<file path="config.mk">
export PLATFORM = sky130hd
export DESIGN_NAME = ubc_device_flat
export DESIGN_NICKNAME = d
export VERILOG_FILES = /design/src/inc/ubc_pkg.sv /design/src/inc/ubc_reg_if.sv /design/src/rtl/ubc_count_reg.sv /design/src/rtl/ubc_device.sv /design/src/flat_wrapper.sv
export VERILOG_INCLUDE_DIRS = /design/src /design/src/inc
export SDC_FILE = /design/constraint.sdc
export NUM_CORES = 1
export LEC_CHECK = 0
export BUFFER_PORTS_ARGS = -buffer_cell sky130_fd_sc_hd__buf_2
export CAP_MARGIN = 20
export CORE_ASPECT_RATIO = 0.6
export CORE_MARGIN = 1.5
export CORE_UTILIZATION = 23
export DETAILED_ROUTE_END_ITERATION = 16
export MAX_ROUTING_LAYER = met4
export PLACE_DENSITY = 0.4
export SYNTH_ARGS = -nofsm -noshare
export SYNTH_HDL_FRONTEND = slang
export SYNTH_SLANG_ARGS = --single-unit
export TNS_END_PERCENT = 10
</file>
<file path="constraint.sdc">
create_clock -name mclk -period 6.5 [get_ports mclk]
set_input_delay 0.65 -clock mclk [delete_from_list [all_inputs] [get_ports mclk]]
set_output_delay 0.65 -clock mclk [all_outputs]
set_load 0.005 [all_outputs]
</file>
<file path="src/inc/ubc_cfg.svh">
`ifndef UBC_CFG_SVH
`define UBC_CFG_SVH

// register offsets
`define UBC_OFF_ISR       8'hB0
`define UBC_OFF_CTL       8'hB4
`define UBC_OFF_EP0RX     8'hB5
`define UBC_OFF_EP0TX     8'hB6
`define UBC_OFF_EP1RX     8'hB7
`define UBC_OFF_EP1TX     8'hC7
`define UBC_OFF_WCA_HI    8'hCE
`define UBC_OFF_WCA_LO    8'hCF
`define UBC_OFF_WCB_HI    8'hD1
`define UBC_OFF_WCB_LO    8'hD2
`define UBC_OFF_RLA_HI    8'hD3
`define UBC_OFF_RLA_LO    8'hD4
`define UBC_OFF_RLB_HI    8'hD5
`define UBC_OFF_RLB_LO    8'hD6

// control register bit positions
`define UBC_BIT_DIR       7
`define UBC_BIT_WRQ       6
`define UBC_BIT_WRSEL     5
`define UBC_BIT_RDSEL     4
`define UBC_BIT_STALL_RX  3
`define UBC_BIT_STALL_TX  2
`define UBC_BIT_RDQ       1
`define UBC_BIT_ENABLE    0

// interrupt status zero bit positions
`define UBC_ISR_RD_A      0
`define UBC_ISR_RD_B      1
`define UBC_ISR_ERR       2

// reset values
`define UBC_RST_BYTE      8'h00
`define UBC_RST_CNT7      7'h00
`define UBC_RST_CNT10     10'h000
`define UBC_RST_ISR       3'h0

// buffer geometry
`define UBC_FULL_BUFFER   10'h200
`define UBC_BUF_A_BASE    11'h100
`define UBC_BUF_B_BASE    11'h300
`define UBC_EP0RX_BASE    11'h000
`define UBC_EP0TX_BASE    11'h040
`define UBC_EP1RX_BASE    11'h080
`define UBC_EP1TX_BASE    11'h0C0

`endif

</file>
<file path="src/inc/ubc_pkg.sv">
package ubc_pkg;
	typedef logic [7:0] ubc_byte_t;
	typedef logic [9:0] ubc_count_t;
	typedef enum logic [0:0] {
		UBC_RD_IDLE = 1'b0,
		UBC_RD_RUN  = 1'b1
	} ubc_rd_state_t;
endpackage : ubc_pkg

</file>
<file path="src/inc/ubc_reg_if.sv">
`timescale 1ns/1ns
interface ubc_reg_if;
	ubc_pkg::ubc_byte_t addr;
	ubc_pkg::ubc_byte_t wdata;
	logic               wr;
	logic               rd;
	ubc_pkg::ubc_byte_t rdata;

	modport dev (input addr, input wdata, input wr, input rd, output rdata);
	modport fw  (output addr, output wdata, output wr, output rd, input rdata);
endinterface : ubc_reg_if

</file>
<file path="src/rtl/ubc_count_reg.sv">
`timescale 1ns/1ns
`include "ubc_cfg.svh"
module ubc_count_reg (
	input  wire logic       mclk,
	input  wire logic       rst,
	input  wire logic       sw_we,
	input  wire logic [6:0] sw_d,
	input  wire logic       hw_we,
	input  wire logic [6:0] hw_d,
	input  wire logic       clr,
	output logic      [6:0] q
);
	logic [6:0] cnt_reg;

	// a hardware load in the clearing cycle wins so a packet is never lost
	always_ff @(posedge mclk or posedge rst) begin
		if (rst)
			cnt_reg <= `UBC_RST_CNT7;
		else if (hw_we)
			cnt_reg <= hw_d;
		else if (clr)
			cnt_reg <= `UBC_RST_CNT7;
		else if (sw_we)
			cnt_reg <= sw_d;
	end

	assign q = cnt_reg;
endmodule : ubc_count_reg

</file>
<file path="src/rtl/ubc_device.sv">
`timescale 1ns/1ns
`include "ubc_cfg.svh"
module ubc_device #(
	parameter bit SHARED_STALL = 1'b0
) (
	input  wire logic        mclk,
	input  wire logic        rst,
	ubc_reg_if.dev           bus,
	input  wire logic        usb_reset,
	input  wire logic        sie_ep2_en_tx,
	input  wire logic        sie_ep2_en_rx,
	input  wire logic        sie_stall_tx_set,
	input  wire logic        sie_stall_rx_set,
	input  wire logic        clear_feature_tx,
	input  wire logic        clear_feature_rx,
	input  wire logic        set_configuration,
	input  wire logic        setup_received,
	input  wire logic        in_token,
	input  wire logic        out_token,
	input  wire logic        ep0_rx_done,
	input  wire logic [6:0]  ep0_rx_end_addr,
	input  wire logic        ep1_rx_done,
	input  wire logic [6:0]  ep1_rx_end_addr,
	input  wire logic        wr_byte,
	input  wire logic        rd_byte_ack,
	output logic             dir,
	output logic             ep2_stall_tx,
	output logic             ep2_stall_rx,
	output logic             wr_buf,
	output logic             rd_start,
	output logic             rd_buf,
	output logic             rd_active,
	output logic      [10:0] rd_addr,
	output logic      [6:0]  ep0_tx_len,
	output logic      [6:0]  ep1_tx_len
);
	ubc_pkg::ubc_rd_state_t state_reg;
	ubc_pkg::ubc_count_t    wcnt_reg [2];
	ubc_pkg::ubc_count_t    rlen_reg [2];
	ubc_pkg::ubc_count_t    rd_cnt_reg;
	ubc_pkg::ubc_count_t    rd_len_reg;
	ubc_pkg::ubc_byte_t     rdata_reg;
	ubc_pkg::ubc_byte_t     rd_val;
	logic [2:0]             isr_reg;
	logic [2:0]             isr_set;
	logic [2:0]             isr_clr;
	logic                   dir_reg;
	logic                   wr_sel_reg;
	logic                   rd_sel_reg;
	logic                   stall_tx_reg;
	logic                   stall_rx_reg;
	logic                   rd_start_reg;
	logic                   rd_active_reg;
	logic [10:0]            rd_addr_reg;
	logic                   ctl_wr;
	logic                   rd_go;
	logic                   wr_go;
	logic                   rd_done;
	logic                   stall_tx_set;
	logic                   stall_rx_set;
	logic                   stall_tx_clr;
	logic                   stall_rx_clr;
	logic [6:0]             ep0_rx_q;
	logic [6:0]             ep1_rx_q;

	assign ctl_wr = bus.wr && (bus.addr == `UBC_OFF_CTL);
	assign rd_go  = ctl_wr && bus.wdata[`UBC_BIT_RDQ];
	assign wr_go  = ctl_wr && bus.wdata[`UBC_BIT_WRQ];
	assign rd_done = (state_reg == ubc_pkg::UBC_RD_RUN) && (rd_cnt_reg == rd_len_reg);

	always_ff @(posedge mclk or posedge rst) begin
		if (rst)
			dir_reg <= 1'b0;
		else if (ctl_wr)
			dir_reg <= bus.wdata[`UBC_BIT_DIR];
	end

	always_ff @(posedge mclk or posedge rst) begin
		if (rst) begin
			wr_sel_reg  <= 1'b0;
			wcnt_reg[0] <= `UBC_RST_CNT10;
			wcnt_reg[1] <= `UBC_RST_CNT10;
		end else if (wr_go) begin
			wr_sel_reg                         <= bus.wdata[`UBC_BIT_WRSEL];
			wcnt_reg[bus.wdata[`UBC_BIT_WRSEL]] <= `UBC_RST_CNT10;
		end else if (wr_byte && (wcnt_reg[wr_sel_reg] != `UBC_FULL_BUFFER)) begin
			// saturates at a full buffer so bit nine is the full flag
			wcnt_reg[wr_sel_reg] <= wcnt_reg[wr_sel_reg] + 10'h001;
		end
	end

	// firmware-loaded readout lengths; bit nine is the full-buffer flag
	always_ff @(posedge mclk or posedge rst) begin
		if (rst) begin
			rlen_reg[0] <= `UBC_RST_CNT10;
			rlen_reg[1] <= `UBC_RST_CNT10;
		end else if (bus.wr) begin
			case (bus.addr)
				`UBC_OFF_RLA_HI: rlen_reg[0][9:8] <= bus.wdata[1:0];
				`UBC_OFF_RLA_LO: rlen_reg[0][7:0] <= bus.wdata;
				`UBC_OFF_RLB_HI: rlen_reg[1][9:8] <= bus.wdata[1:0];
				`UBC_OFF_RLB_LO: rlen_reg[1][7:0] <= bus.wdata;
				default: ;
			endcase
		end
	end

	// readout start; a start while busy is dropped
	always_ff @(posedge mclk or posedge rst) begin
		if (rst) begin
			state_reg     <= ubc_pkg::UBC_RD_IDLE;
			rd_sel_reg    <= 1'b0;
			rd_len_reg    <= `UBC_RST_CNT10;
			rd_cnt_reg    <= `UBC_RST_CNT10;
			rd_addr_reg   <= 11'h000;
			rd_start_reg  <= 1'b0;
			rd_active_reg <= 1'b0;
		end else begin
			rd_start_reg <= 1'b0;
			case (state_reg)
				ubc_pkg::UBC_RD_IDLE: begin
					if (rd_go) begin
						// length latched so later count writes do not disturb it
						rd_sel_reg    <= bus.wdata[`UBC_BIT_RDSEL];
						rd_len_reg    <= rlen_reg[bus.wdata[`UBC_BIT_RDSEL]][9] ?
							`UBC_FULL_BUFFER :
							{1'b0, rlen_reg[bus.wdata[`UBC_BIT_RDSEL]][8:0]};
						rd_cnt_reg    <= `UBC_RST_CNT10;
						rd_addr_reg   <= bus.wdata[`UBC_BIT_RDSEL] ?
							`UBC_BUF_B_BASE : `UBC_BUF_A_BASE;
						rd_start_reg  <= 1'b1;
						rd_active_reg <= 1'b1;
						state_reg     <= ubc_pkg::UBC_RD_RUN;
					end
				end
				ubc_pkg::UBC_RD_RUN: begin
					if (rd_done) begin
						rd_active_reg <= 1'b0;
						state_reg     <= ubc_pkg::UBC_RD_IDLE;
					end else if (rd_byte_ack) begin
						rd_cnt_reg  <= rd_cnt_reg + 10'h001;
						rd_addr_reg <= rd_addr_reg + 11'h001;
					end
				end
				default: state_reg <= ubc_pkg::UBC_RD_IDLE;
			endcase
		end
	end

	always_comb begin
		isr_set = 3'h0;
		isr_clr = 3'h0;
		isr_set[`UBC_ISR_RD_A] = rd_done && !rd_sel_reg;
		isr_set[`UBC_ISR_RD_B] = rd_done && rd_sel_reg;
		isr_set[`UBC_ISR_ERR]  = (dir_reg && out_token) || (!dir_reg && in_token);
		if (bus.wr && (bus.addr == `UBC_OFF_ISR))
			isr_clr = bus.wdata[2:0];
		if (rd_go) begin
			isr_clr[`UBC_ISR_RD_B] = isr_clr[`UBC_ISR_RD_B] | bus.wdata[`UBC_BIT_RDSEL];
			isr_clr[`UBC_ISR_RD_A] = isr_clr[`UBC_ISR_RD_A] | !bus.wdata[`UBC_BIT_RDSEL];
		end
	end

	// set beats clear so a completion in the clearing cycle survives
	always_ff @(posedge mclk or posedge rst) begin
		if (rst)
			isr_reg <= `UBC_RST_ISR;
		else
			isr_reg <= (isr_reg & ~isr_clr) | isr_set;
	end

	// set by engine or firmware; firmware zero writes do nothing
	assign stall_tx_set = sie_stall_tx_set || (ctl_wr && bus.wdata[`UBC_BIT_STALL_TX]);
	assign stall_rx_set = sie_stall_rx_set || (ctl_wr && bus.wdata[`UBC_BIT_STALL_RX]);
	// only three clearing events; shared clears both
	assign stall_tx_clr = clear_feature_tx || set_configuration || usb_reset ||
		(SHARED_STALL && clear_feature_rx);
	assign stall_rx_clr = clear_feature_rx || set_configuration || usb_reset;

	always_ff @(posedge mclk or posedge rst) begin
		if (rst) begin
			stall_tx_reg <= 1'b0;
			stall_rx_reg <= 1'b0;
		end else begin
			stall_tx_reg <= stall_tx_set || (stall_tx_reg && !stall_tx_clr);
			stall_rx_reg <= !SHARED_STALL &&
				(stall_rx_set || (stall_rx_reg && !stall_rx_clr));
		end
	end

	// loaded from the ending address only at transfer end
	ubc_count_reg u_ep0_rx (
		.mclk  (mclk),
		.rst   (rst),
		.sw_we (1'b0),
		.sw_d  (`UBC_RST_CNT7),
		.hw_we (ep0_rx_done),
		.hw_d  (ep0_rx_end_addr),
		.clr   (1'b0),
		.q     (ep0_rx_q)
	);

	// a zero here sends an empty packet on request
	ubc_count_reg u_ep0_tx (
		.mclk  (mclk),
		.rst   (rst),
		.sw_we (bus.wr && (bus.addr == `UBC_OFF_EP0TX)),
		.sw_d  (bus.wdata[6:0]),
		.hw_we (1'b0),
		.hw_d  (`UBC_RST_CNT7),
		.clr   (1'b0),
		.q     (ep0_tx_len)
	);

	// cleared by a setup on endpoint zero
	ubc_count_reg u_ep1_rx (
		.mclk  (mclk),
		.rst   (rst),
		.sw_we (1'b0),
		.sw_d  (`UBC_RST_CNT7),
		.hw_we (ep1_rx_done),
		.hw_d  (ep1_rx_end_addr),
		.clr   (setup_received),
		.q     (ep1_rx_q)
	);

	ubc_count_reg u_ep1_tx (
		.mclk  (mclk),
		.rst   (rst),
		.sw_we (bus.wr && (bus.addr == `UBC_OFF_EP1TX)),
		.sw_d  (bus.wdata[6:0]),
		.hw_we (1'b0),
		.hw_d  (`UBC_RST_CNT7),
		.clr   (1'b0),
		.q     (ep1_tx_len)
	);

	always_comb begin
		rd_val = `UBC_RST_BYTE;
		case (bus.addr)
			`UBC_OFF_ISR:   rd_val = {5'h00, isr_reg};
			// current buffers, qualifiers zero, enable status
			`UBC_OFF_CTL:   rd_val = {dir_reg, 1'b0, wr_sel_reg, rd_sel_reg,
				stall_rx_reg, stall_tx_reg, 1'b0, sie_ep2_en_tx | sie_ep2_en_rx};
			`UBC_OFF_EP0RX: rd_val = {1'b0, ep0_rx_q};
			`UBC_OFF_EP0TX: rd_val = {1'b0, ep0_tx_len};
			`UBC_OFF_EP1RX: rd_val = {1'b0, ep1_rx_q};
			`UBC_OFF_EP1TX: rd_val = {1'b0, ep1_tx_len};
			// full flag and count bit eight
			`UBC_OFF_WCA_HI: rd_val = {6'h00, wcnt_reg[0][9:8]};
			`UBC_OFF_WCA_LO: rd_val = wcnt_reg[0][7:0];
			`UBC_OFF_WCB_HI: rd_val = {6'h00, wcnt_reg[1][9:8]};
			`UBC_OFF_WCB_LO: rd_val = wcnt_reg[1][7:0];
			`UBC_OFF_RLA_HI: rd_val = {6'h00, rlen_reg[0][9:8]};
			`UBC_OFF_RLA_LO: rd_val = rlen_reg[0][7:0];
			`UBC_OFF_RLB_HI: rd_val = {6'h00, rlen_reg[1][9:8]};
			`UBC_OFF_RLB_LO: rd_val = rlen_reg[1][7:0];
			default:         rd_val = `UBC_RST_BYTE;
		endcase
	end

	always_ff @(posedge mclk or posedge rst) begin
		if (rst)
			rdata_reg <= `UBC_RST_BYTE;
		else
			rdata_reg <= bus.rd ? rd_val : `UBC_RST_BYTE;
	end

	assign bus.rdata    = rdata_reg;
	assign dir          = dir_reg;
	assign ep2_stall_tx = stall_tx_reg;
	// shared variant mirrors transmit stall onto receive
	assign ep2_stall_rx = SHARED_STALL ? stall_tx_reg : stall_rx_reg;
	assign wr_buf       = wr_sel_reg;
	assign rd_start     = rd_start_reg;
	assign rd_buf       = rd_sel_reg;
	assign rd_active    = rd_active_reg;
	assign rd_addr      = rd_addr_reg;
endmodule : ubc_device

</file>
<file path="src/flat_wrapper.sv">
// flat-port wrapper written by rule: the top's interface ports become plain ports
module ubc_device_flat 
#(
	parameter bit SHARED_STALL = 1'b0
)
  (mclk, rst, usb_reset, sie_ep2_en_tx, sie_ep2_en_rx, sie_stall_tx_set, sie_stall_rx_set, clear_feature_tx, clear_feature_rx, set_configuration, setup_received, in_token, out_token, ep0_rx_done, ep0_rx_end_addr, ep1_rx_done, ep1_rx_end_addr, wr_byte, rd_byte_ack, dir, ep2_stall_tx, ep2_stall_rx, wr_buf, rd_start, rd_buf, rd_active, rd_addr, ep0_tx_len, ep1_tx_len, bus_addr, bus_wdata, bus_wr, bus_rd, bus_rdata);
  ubc_reg_if bus_i ();
  input  wire logic mclk;
  input  wire logic rst;
  input  wire logic usb_reset;
  input  wire logic sie_ep2_en_tx;
  input  wire logic sie_ep2_en_rx;
  input  wire logic sie_stall_tx_set;
  input  wire logic sie_stall_rx_set;
  input  wire logic clear_feature_tx;
  input  wire logic clear_feature_rx;
  input  wire logic set_configuration;
  input  wire logic setup_received;
  input  wire logic in_token;
  input  wire logic out_token;
  input  wire logic ep0_rx_done;
  input  wire logic [6:0] ep0_rx_end_addr;
  input  wire logic ep1_rx_done;
  input  wire logic [6:0] ep1_rx_end_addr;
  input  wire logic wr_byte;
  input  wire logic rd_byte_ack;
  output logic dir;
  output logic ep2_stall_tx;
  output logic ep2_stall_rx;
  output logic wr_buf;
  output logic rd_start;
  output logic rd_buf;
  output logic rd_active;
  output logic      [10:0] rd_addr;
  output logic      [6:0] ep0_tx_len;
  output logic      [6:0] ep1_tx_len;
  input wire logic [$bits(bus_i.addr)-1:0] bus_addr;
  input wire logic [$bits(bus_i.wdata)-1:0] bus_wdata;
  input wire logic [$bits(bus_i.wr)-1:0] bus_wr;
  input wire logic [$bits(bus_i.rd)-1:0] bus_rd;
  output wire logic [$bits(bus_i.rdata)-1:0] bus_rdata;
  assign bus_i.addr = bus_addr;
  assign bus_i.wdata = bus_wdata;
  assign bus_i.wr = bus_wr;
  assign bus_i.rd = bus_rd;
  assign bus_rdata = bus_i.rdata;
  ubc_device #(.SHARED_STALL(SHARED_STALL)) u_core (.mclk(mclk), .rst(rst), .bus(bus_i), .usb_reset(usb_reset), .sie_ep2_en_tx(sie_ep2_en_tx), .sie_ep2_en_rx(sie_ep2_en_rx), .sie_stall_tx_set(sie_stall_tx_set), .sie_stall_rx_set(sie_stall_rx_set), .clear_feature_tx(clear_feature_tx), .clear_feature_rx(clear_feature_rx), .set_configuration(set_configuration), .setup_received(setup_received), .in_token(in_token), .out_token(out_token), .ep0_rx_done(ep0_rx_done), .ep0_rx_end_addr(ep0_rx_end_addr), .ep1_rx_done(ep1_rx_done), .ep1_rx_end_addr(ep1_rx_end_addr), .wr_byte(wr_byte), .rd_byte_ack(rd_byte_ack), .dir(dir), .ep2_stall_tx(ep2_stall_tx), .ep2_stall_rx(ep2_stall_rx), .wr_buf(wr_buf), .rd_start(rd_start), .rd_buf(rd_buf), .rd_active(rd_active), .rd_addr(rd_addr), .ep0_tx_len(ep0_tx_len), .ep1_tx_len(ep1_tx_len));
endmodule
</file>
* After elaboration in Yosys (flattened, before gate mapping)
Index checks and enable logic that the tools add are counted.
Cells by class: $add $sub $neg 3, $lt $le $gt $ge 5, equal/unequal tests 20, mux-type cells 36, bitwise logic cells 12, reductions and logical operators 41
Operator list (count):
- 2-to-1 mux 10 bit | 13
- == test 8 bit (second input constant) | 14
- case mux 8 bit (14 select lines) | 1
- 2-to-1 mux 20 bit | 2
- 2-to-1 mux 11 bit | 3
- case mux 11 bit (2 select lines) | 1
- adder 10 x 1 -> 10 bit (second input constant) | 2
- AND 20 bit | 1
- bitwise mux 20 bit | 1
- demux 10 bit (select 1 bit) | 2
- inverter 20 bit | 1
- case mux 10 bit (2 select lines) | 1
- logical AND 1 bit | 18
- 2-to-1 mux 7 bit | 2
- AND reduction 2 bit | 6
- adder 11 x 1 -> 11 bit (second input constant) | 1
- == test 10 bit | 1
- inequality test 10 bit (second input constant) | 1
- logical OR 1 bit | 9
- 2-to-1 mux 8 bit | 1
- greater-or-equal comparator 2 bit (second input constant) | 3
- inequality test 2 bit (second input constant) | 3
- inverter 1 -> 2 bit | 3
- zero test 1 bit | 5
- other kinds (13) | 22
Storage, ports and cells: flip-flop bits (word level) 118, input bits 49, logic and storage cells 140

* Longest topological paths before layout
depth in word-level cells 8, gate-level depth with buffers 11, gate-level depth less buffers 7

* By module
From an unflattened synthesis, not the netlist that was laid out.
Unflattened totals: cells, all modules 665, area, all modules 6452.4 um^2
Modules (own cells, without submodules):
- ubc_device | times used 1, cells an instance 537, area each 5111.2 um^2
- ubc_count_reg | times used 4, cells an instance 32, area each 335.3 um^2

* Worst setup path after synthesis
Ideal clock, no wire load.
path kind flip-flop to flip-flop, start reg u_core.wr_sel_reg (netlist: u_core.wr_buf), end reg u_core.wcnt_reg[10] (netlist bit), library setup time 125 ps, arrival 2922 ps, slack 3453 ps, stages on the path, launching flop included 12, path buffers 4, period minus slack after synthesis 3047 ps, cell sequence dfrtp_1 -> clkbuf_1 -> clkbuf_1 -> buf_1 -> mux2i_1 -> ha_1 -> nor4bb_1 -> a22oi_1 -> o211a_1 -> and2_1 -> clkbuf_1 -> mux2_2
Between the ends: word-level cells in the longest chain between the ends 8, elaborated cells on any way between the ends 16, classes of those cells add/sub (1); order compare (2); eq/ne (1); mux (8); bitwise (1); reduce/logical (3)
Ends and longest elaborated chain:
- start: declaration | RTL line ubc_device.sv:48 | logic wr_sel_reg;
- start signal: assignment | RTL line ubc_device.sv:84 | wr_sel_reg <= bus.wdata[`UBC_BIT_WRSEL];
- inverter 1 -> 2 bit (not written as such) (*) | RTL line ubc_device.sv:86, ubc_device.sv:88
- 2-to-1 mux 10 bit (not written as such), or another cell as far along | RTL line ubc_device.sv:86, ubc_device.sv:88
- 2-to-1 mux 10 bit (not written as such) or logical AND 1 bit (tied branches) | RTL line ubc_device.sv:86, ubc_device.sv:88
- 2-to-1 mux 10 bit (on tied branches) | RTL line ubc_device.sv:86, ubc_device.sv:88
- adder 10 x 1 -> 10 bit or demux 10 bit (select 1 bit) (tied branches) | RTL line ubc_device.sv:88 | wcnt_reg[wr_sel_reg] <= wcnt_reg[wr_sel_reg] + 10'h001;
- bitwise mux 20 bit | RTL line ubc_device.sv:88
- 2-to-1 mux 20 bit | RTL line ubc_device.sv:86 | end else if (wr_byte && (wcnt_reg[wr_sel_reg] != `UBC_FULL_BUFFER)) begin
- 2-to-1 mux 20 bit | RTL line ubc_device.sv:83 | end else if (wr_go) begin
- end signal: indexed assignment | RTL line ubc_device.sv:85 | wcnt_reg[bus.wdata[`UBC_BIT_WRSEL]] <= `UBC_RST_CNT10;
- end signal: indexed assignment | RTL line ubc_device.sv:88
- end: declaration | RTL line ubc_device.sv:38 | ubc_pkg::ubc_count_t wcnt_reg [2];
Every way passes the cells marked *; elsewhere a longest branch is shown, timed or not. The select of a mux whose other input is x is not followed. A chain may end at the register's enable or synchronous reset.

* Worst setup path after layout
start in bus_addr[0], end reg u_core.rd_addr_reg[7] (netlist: u_core.rd_addr[7])
Between the ends: word-level cells in the longest chain between the ends 5
Ends and longest elaborated chain:
- start: declaration | RTL line flat_wrapper.sv:37 | input wire logic [$bits(bus_i.addr)-1:0] bus_addr;
- == test 8 bit
- logical AND 1 bit | RTL line ubc_device.sv:66 | assign ctl_wr = bus.wr && (bus.addr == `UBC_OFF_CTL);
- logical AND 1 bit | RTL line ubc_device.sv:67 | assign rd_go = ctl_wr && bus.wdata[`UBC_BIT_RDQ];
- inequality test 2 x 1 -> 1 bit (no line)
- AND reduction 3 bit (no line)
- end signal: assignment | RTL line ubc_device.sv:129 | rd_addr_reg <= bus.wdata[`UBC_BIT_RDSEL] ?
- end signal: assignment | RTL line ubc_device.sv:142 | rd_addr_reg <= rd_addr_reg + 11'h001;
- end: declaration | RTL line ubc_device.sv:54 | logic [10:0] rd_addr_reg;
Every way passes these cells.

==> impl_results.md <==
* Proportion of synthesized chip area in sequential cells at a little under half
* Min-delay worst type: in -> async
* CP Class: in -> reg
* DP HPWL at 16120 um
* Clock buffer depth at 2
* I/O pin cnt at a little under 90
* Synthesis-to-layout area growth at 22.54%
* Final hold violations at 0
* Net Sw Frac at 26.56%
* Synth Net Count at around 660
* Commonest cells in the netlist: dfrtp_1 (118), nand2_1 (67), mux2_2 (46)
* Met3 Use GR at roughly 4.4%
* Worst Setup End Kind: register
* Busiest grt layer: met1
* Max FO, Critical Path at 25
* CTS Buf Count at 17
* Finish-stage setup viols at 0
* CP Cell Sequence: buf_2, or2_1, or4_4, inv_2, nor2_2, or4_1, a21oi_1
* Ratio of cells with drive above 1 in the final layout at a little over a quarter
* Int Pwr at about 1.5 mW
* CTS tree: done
* Final nets at between 700 and 800
* Cell row count at 46
* Main area contributors after synthesis: dfrtp_1 (47%), mux2_2 (8.2%), mux2i_1 (4.3%)
* Initial DRC Count at roughly 460
* Max Clock Skew at 0.01214 ns
* CP peak stage delay at between 0.7 and 0.8 ns
* Highest Clock Rate at 326.1 MHz
* Peak supply drop at approximately 0.00015 V
* Ys flop type: dfrtp_1
* Top-count cell post-synth: dfrtp_1
* M1 GR Usage at 24.48%
* Global route overflow at 0
* Cell Area, Synth at 6305 um2
* RSZ-0062 raised after global routing: false
* Async SR Flop Fraction at 100.0%
* Post-synth EDFFs at 0
* Post-CTS sizing at 0
* Final GP Congestion at between 0.8 and 0.9
* Number of H-tree levels at 4
* #FFs+latches synth at 118
* Slew Limit Headroom at a little over a quarter
* Power per cell area at ~270 nW/um2
* CTS Root Cell: clkbuf_16
* Measured slew at the worst slew-check pin at 1.080 ns
* Buffers on Ports at 88
* Die Width at roughly 220 um
* Vias per cell at 5.003
* Netlist cell types at 60
* Slowest library cell on the worst path: or4_4
* Clk pwr share at 46.2%
* Drt drc at 0
* Post-route clock period utilization at 47.18%
* Syn avg cell area at approximately 10 um2
* Initial antenna violation count at 4
* Sink Count at between 100 and 150
* Initial Util at between 20% and 30%
* Pre-Repair DR Iteration Count at 5
* Post CTS Setup Buffer Count at 0
* Setup slack after layout at between 3 and 4 ns
* Max-slew violation count at 0
* Worst Path Arrival at around 3.4 ns
* Vias in the first global route at just over 5000
* Worst slack, placed at 3.054 ns
* Synth Warn # at 0
* Synth top area share at between 40 and 50%
* Fillers at between 2000 and 3000
* Psw at 551.9 uW
* Number of routed nets with antenna violations at 0
* Sequential Area at between 2000 and 3000 um2
* Gate power share at a little under an eighth
* Total track usage at about 16%
* Die height at around 130 um
* Fin util at between 20% and 30%
* Power, Total at 2.078 mW
* Mapped Cells at between 600 and 700
* First-pass GRT wire length at 32750 um
* DR vias at 5338
* Hold Slack at about 0.33 ns
* Largest net degree at the start of global routing at between 60 and 70
* Area of the multi-input gates at about 3200 um2
* Synth area leader: dfrtp_1
* Reg power frac at a little over two fifths
* Total length of routed wires at 21370 um
* Wire per inst at 20.03 um
* Data required, critical path at 6.84 ns
* M2 GR Usage at 18.96%
* Max_cap viols at 0
* Leakage at about 3.5 nW
* Reg clk slew, reported paths at around 0.05 ns
* Die ar. at 28450 um2
* Nature of the critical path startpoint: input port
* Setup_tns at 0 ns
* Outcome: finished clean
* Clk Latency, worst-skew pair at around 0.43 ns
* CTS hold repair buffers at 0
* Core area at approximately 27000 um2
* Final worst path period need at roughly 3.1 ns
[power by group through the flow]
stage	Combinational, mW	Clock, mW	Sequential [mW]
6_report	0.242	0.960	0.876
2_1_floorplan	0.166	0	0.848
3_5_place_dp	0.241	0	0.885
5_1_grt	0.270	1.01	0.881
3_3_place_gp	0.241	0	0.886
4_1_cts	0.242	0.981	0.873
[metrics by stage]
step           instance area [um2]  instances
2_1_floorplan                 6305        610
3_3_place_gp                  7119       1033
3_5_place_dp                  7119       1033
4_1_cts                       7716       1063
5_1_grt                       7724       1066
6_report                      7726       1067
[worst max-delay path: cells and delay by family]
family | cells | cell delay (ns)
and+or+nand+nor | 4 | 1.94
buffers and inverters | 2 | 0.63
AOI/OAI and AO/OA | 1 | 0.16
[placed cells by master, fill, tap and decap left out, types with 14 or more instances in the layout]
cell / instances
xnor2_1: 14
dfrtp_1: 118
o21ai_0: 42
nand2_1: 67
clkbuf_16: 17
mux2_2: 46
a21oi_1: 18
nand2b_1: 14
buf_2: 88
mux2i_1: 27
nor2_1: 16
nand3_1: 31
[layout make-up]
| type | count | area share [%] |
|---|---|---|
| Multi-Input combinational cell | 446 | 40.96 |
| Sequential cell | 118 | 38.22 |
| Timing Repair Buffer | 96 | 6.478 |
| Clock buffer | 21 | 6.089 |
| Tap cell | 360 | 5.830 |
| Clock inverter | 9 | 1.636 |
| Inverter | 13 | 0.6640 |
| Antenna cell | 4 | 0.1296 |
[final timing paths]
| kind | start | to | slack, ns | cells past startpoint |
|---|---|---|---|---|
| setup / recovery | bus_addr[0] | u_core.rd_addr[7] | 3.43 | 7 |
| hold / removal | rst | u_core.rd_addr[1] | 0.33 | 2 |
| setup reg to reg | u_core.wr_buf | u_core.wcnt_reg[1] | 3.51 | 8 |
| hold reg to reg | u_core.isr_reg[1] | u_core.isr_reg[1] | 0.51 | 2 |
| max in group asynchronous | rst | u_core.rlen_reg[4] | 4.80 | 3 |
| min in group mclk | sie_stall_tx_set | u_core.ep2_stall_tx | 0.42 | 2 |
[metal layers]
layer  up-vias  wire, um
li1       2458         -
met1      2689     11470
met2       177      8271
met3        14      1394
met4         0       239
met5         -         0
[cells by family after synthesis]
kind of cell,synth area share (%)
DFF,46.83
AOI/OAI and AO/OA,14.29
muxes,13.93
and+or+nand+nor,18.58
xor gates and xnor gates,2.500
buffers and inverters,3.076
adders and majority gates,0.7938
Power figures use the tool's default switching activity.
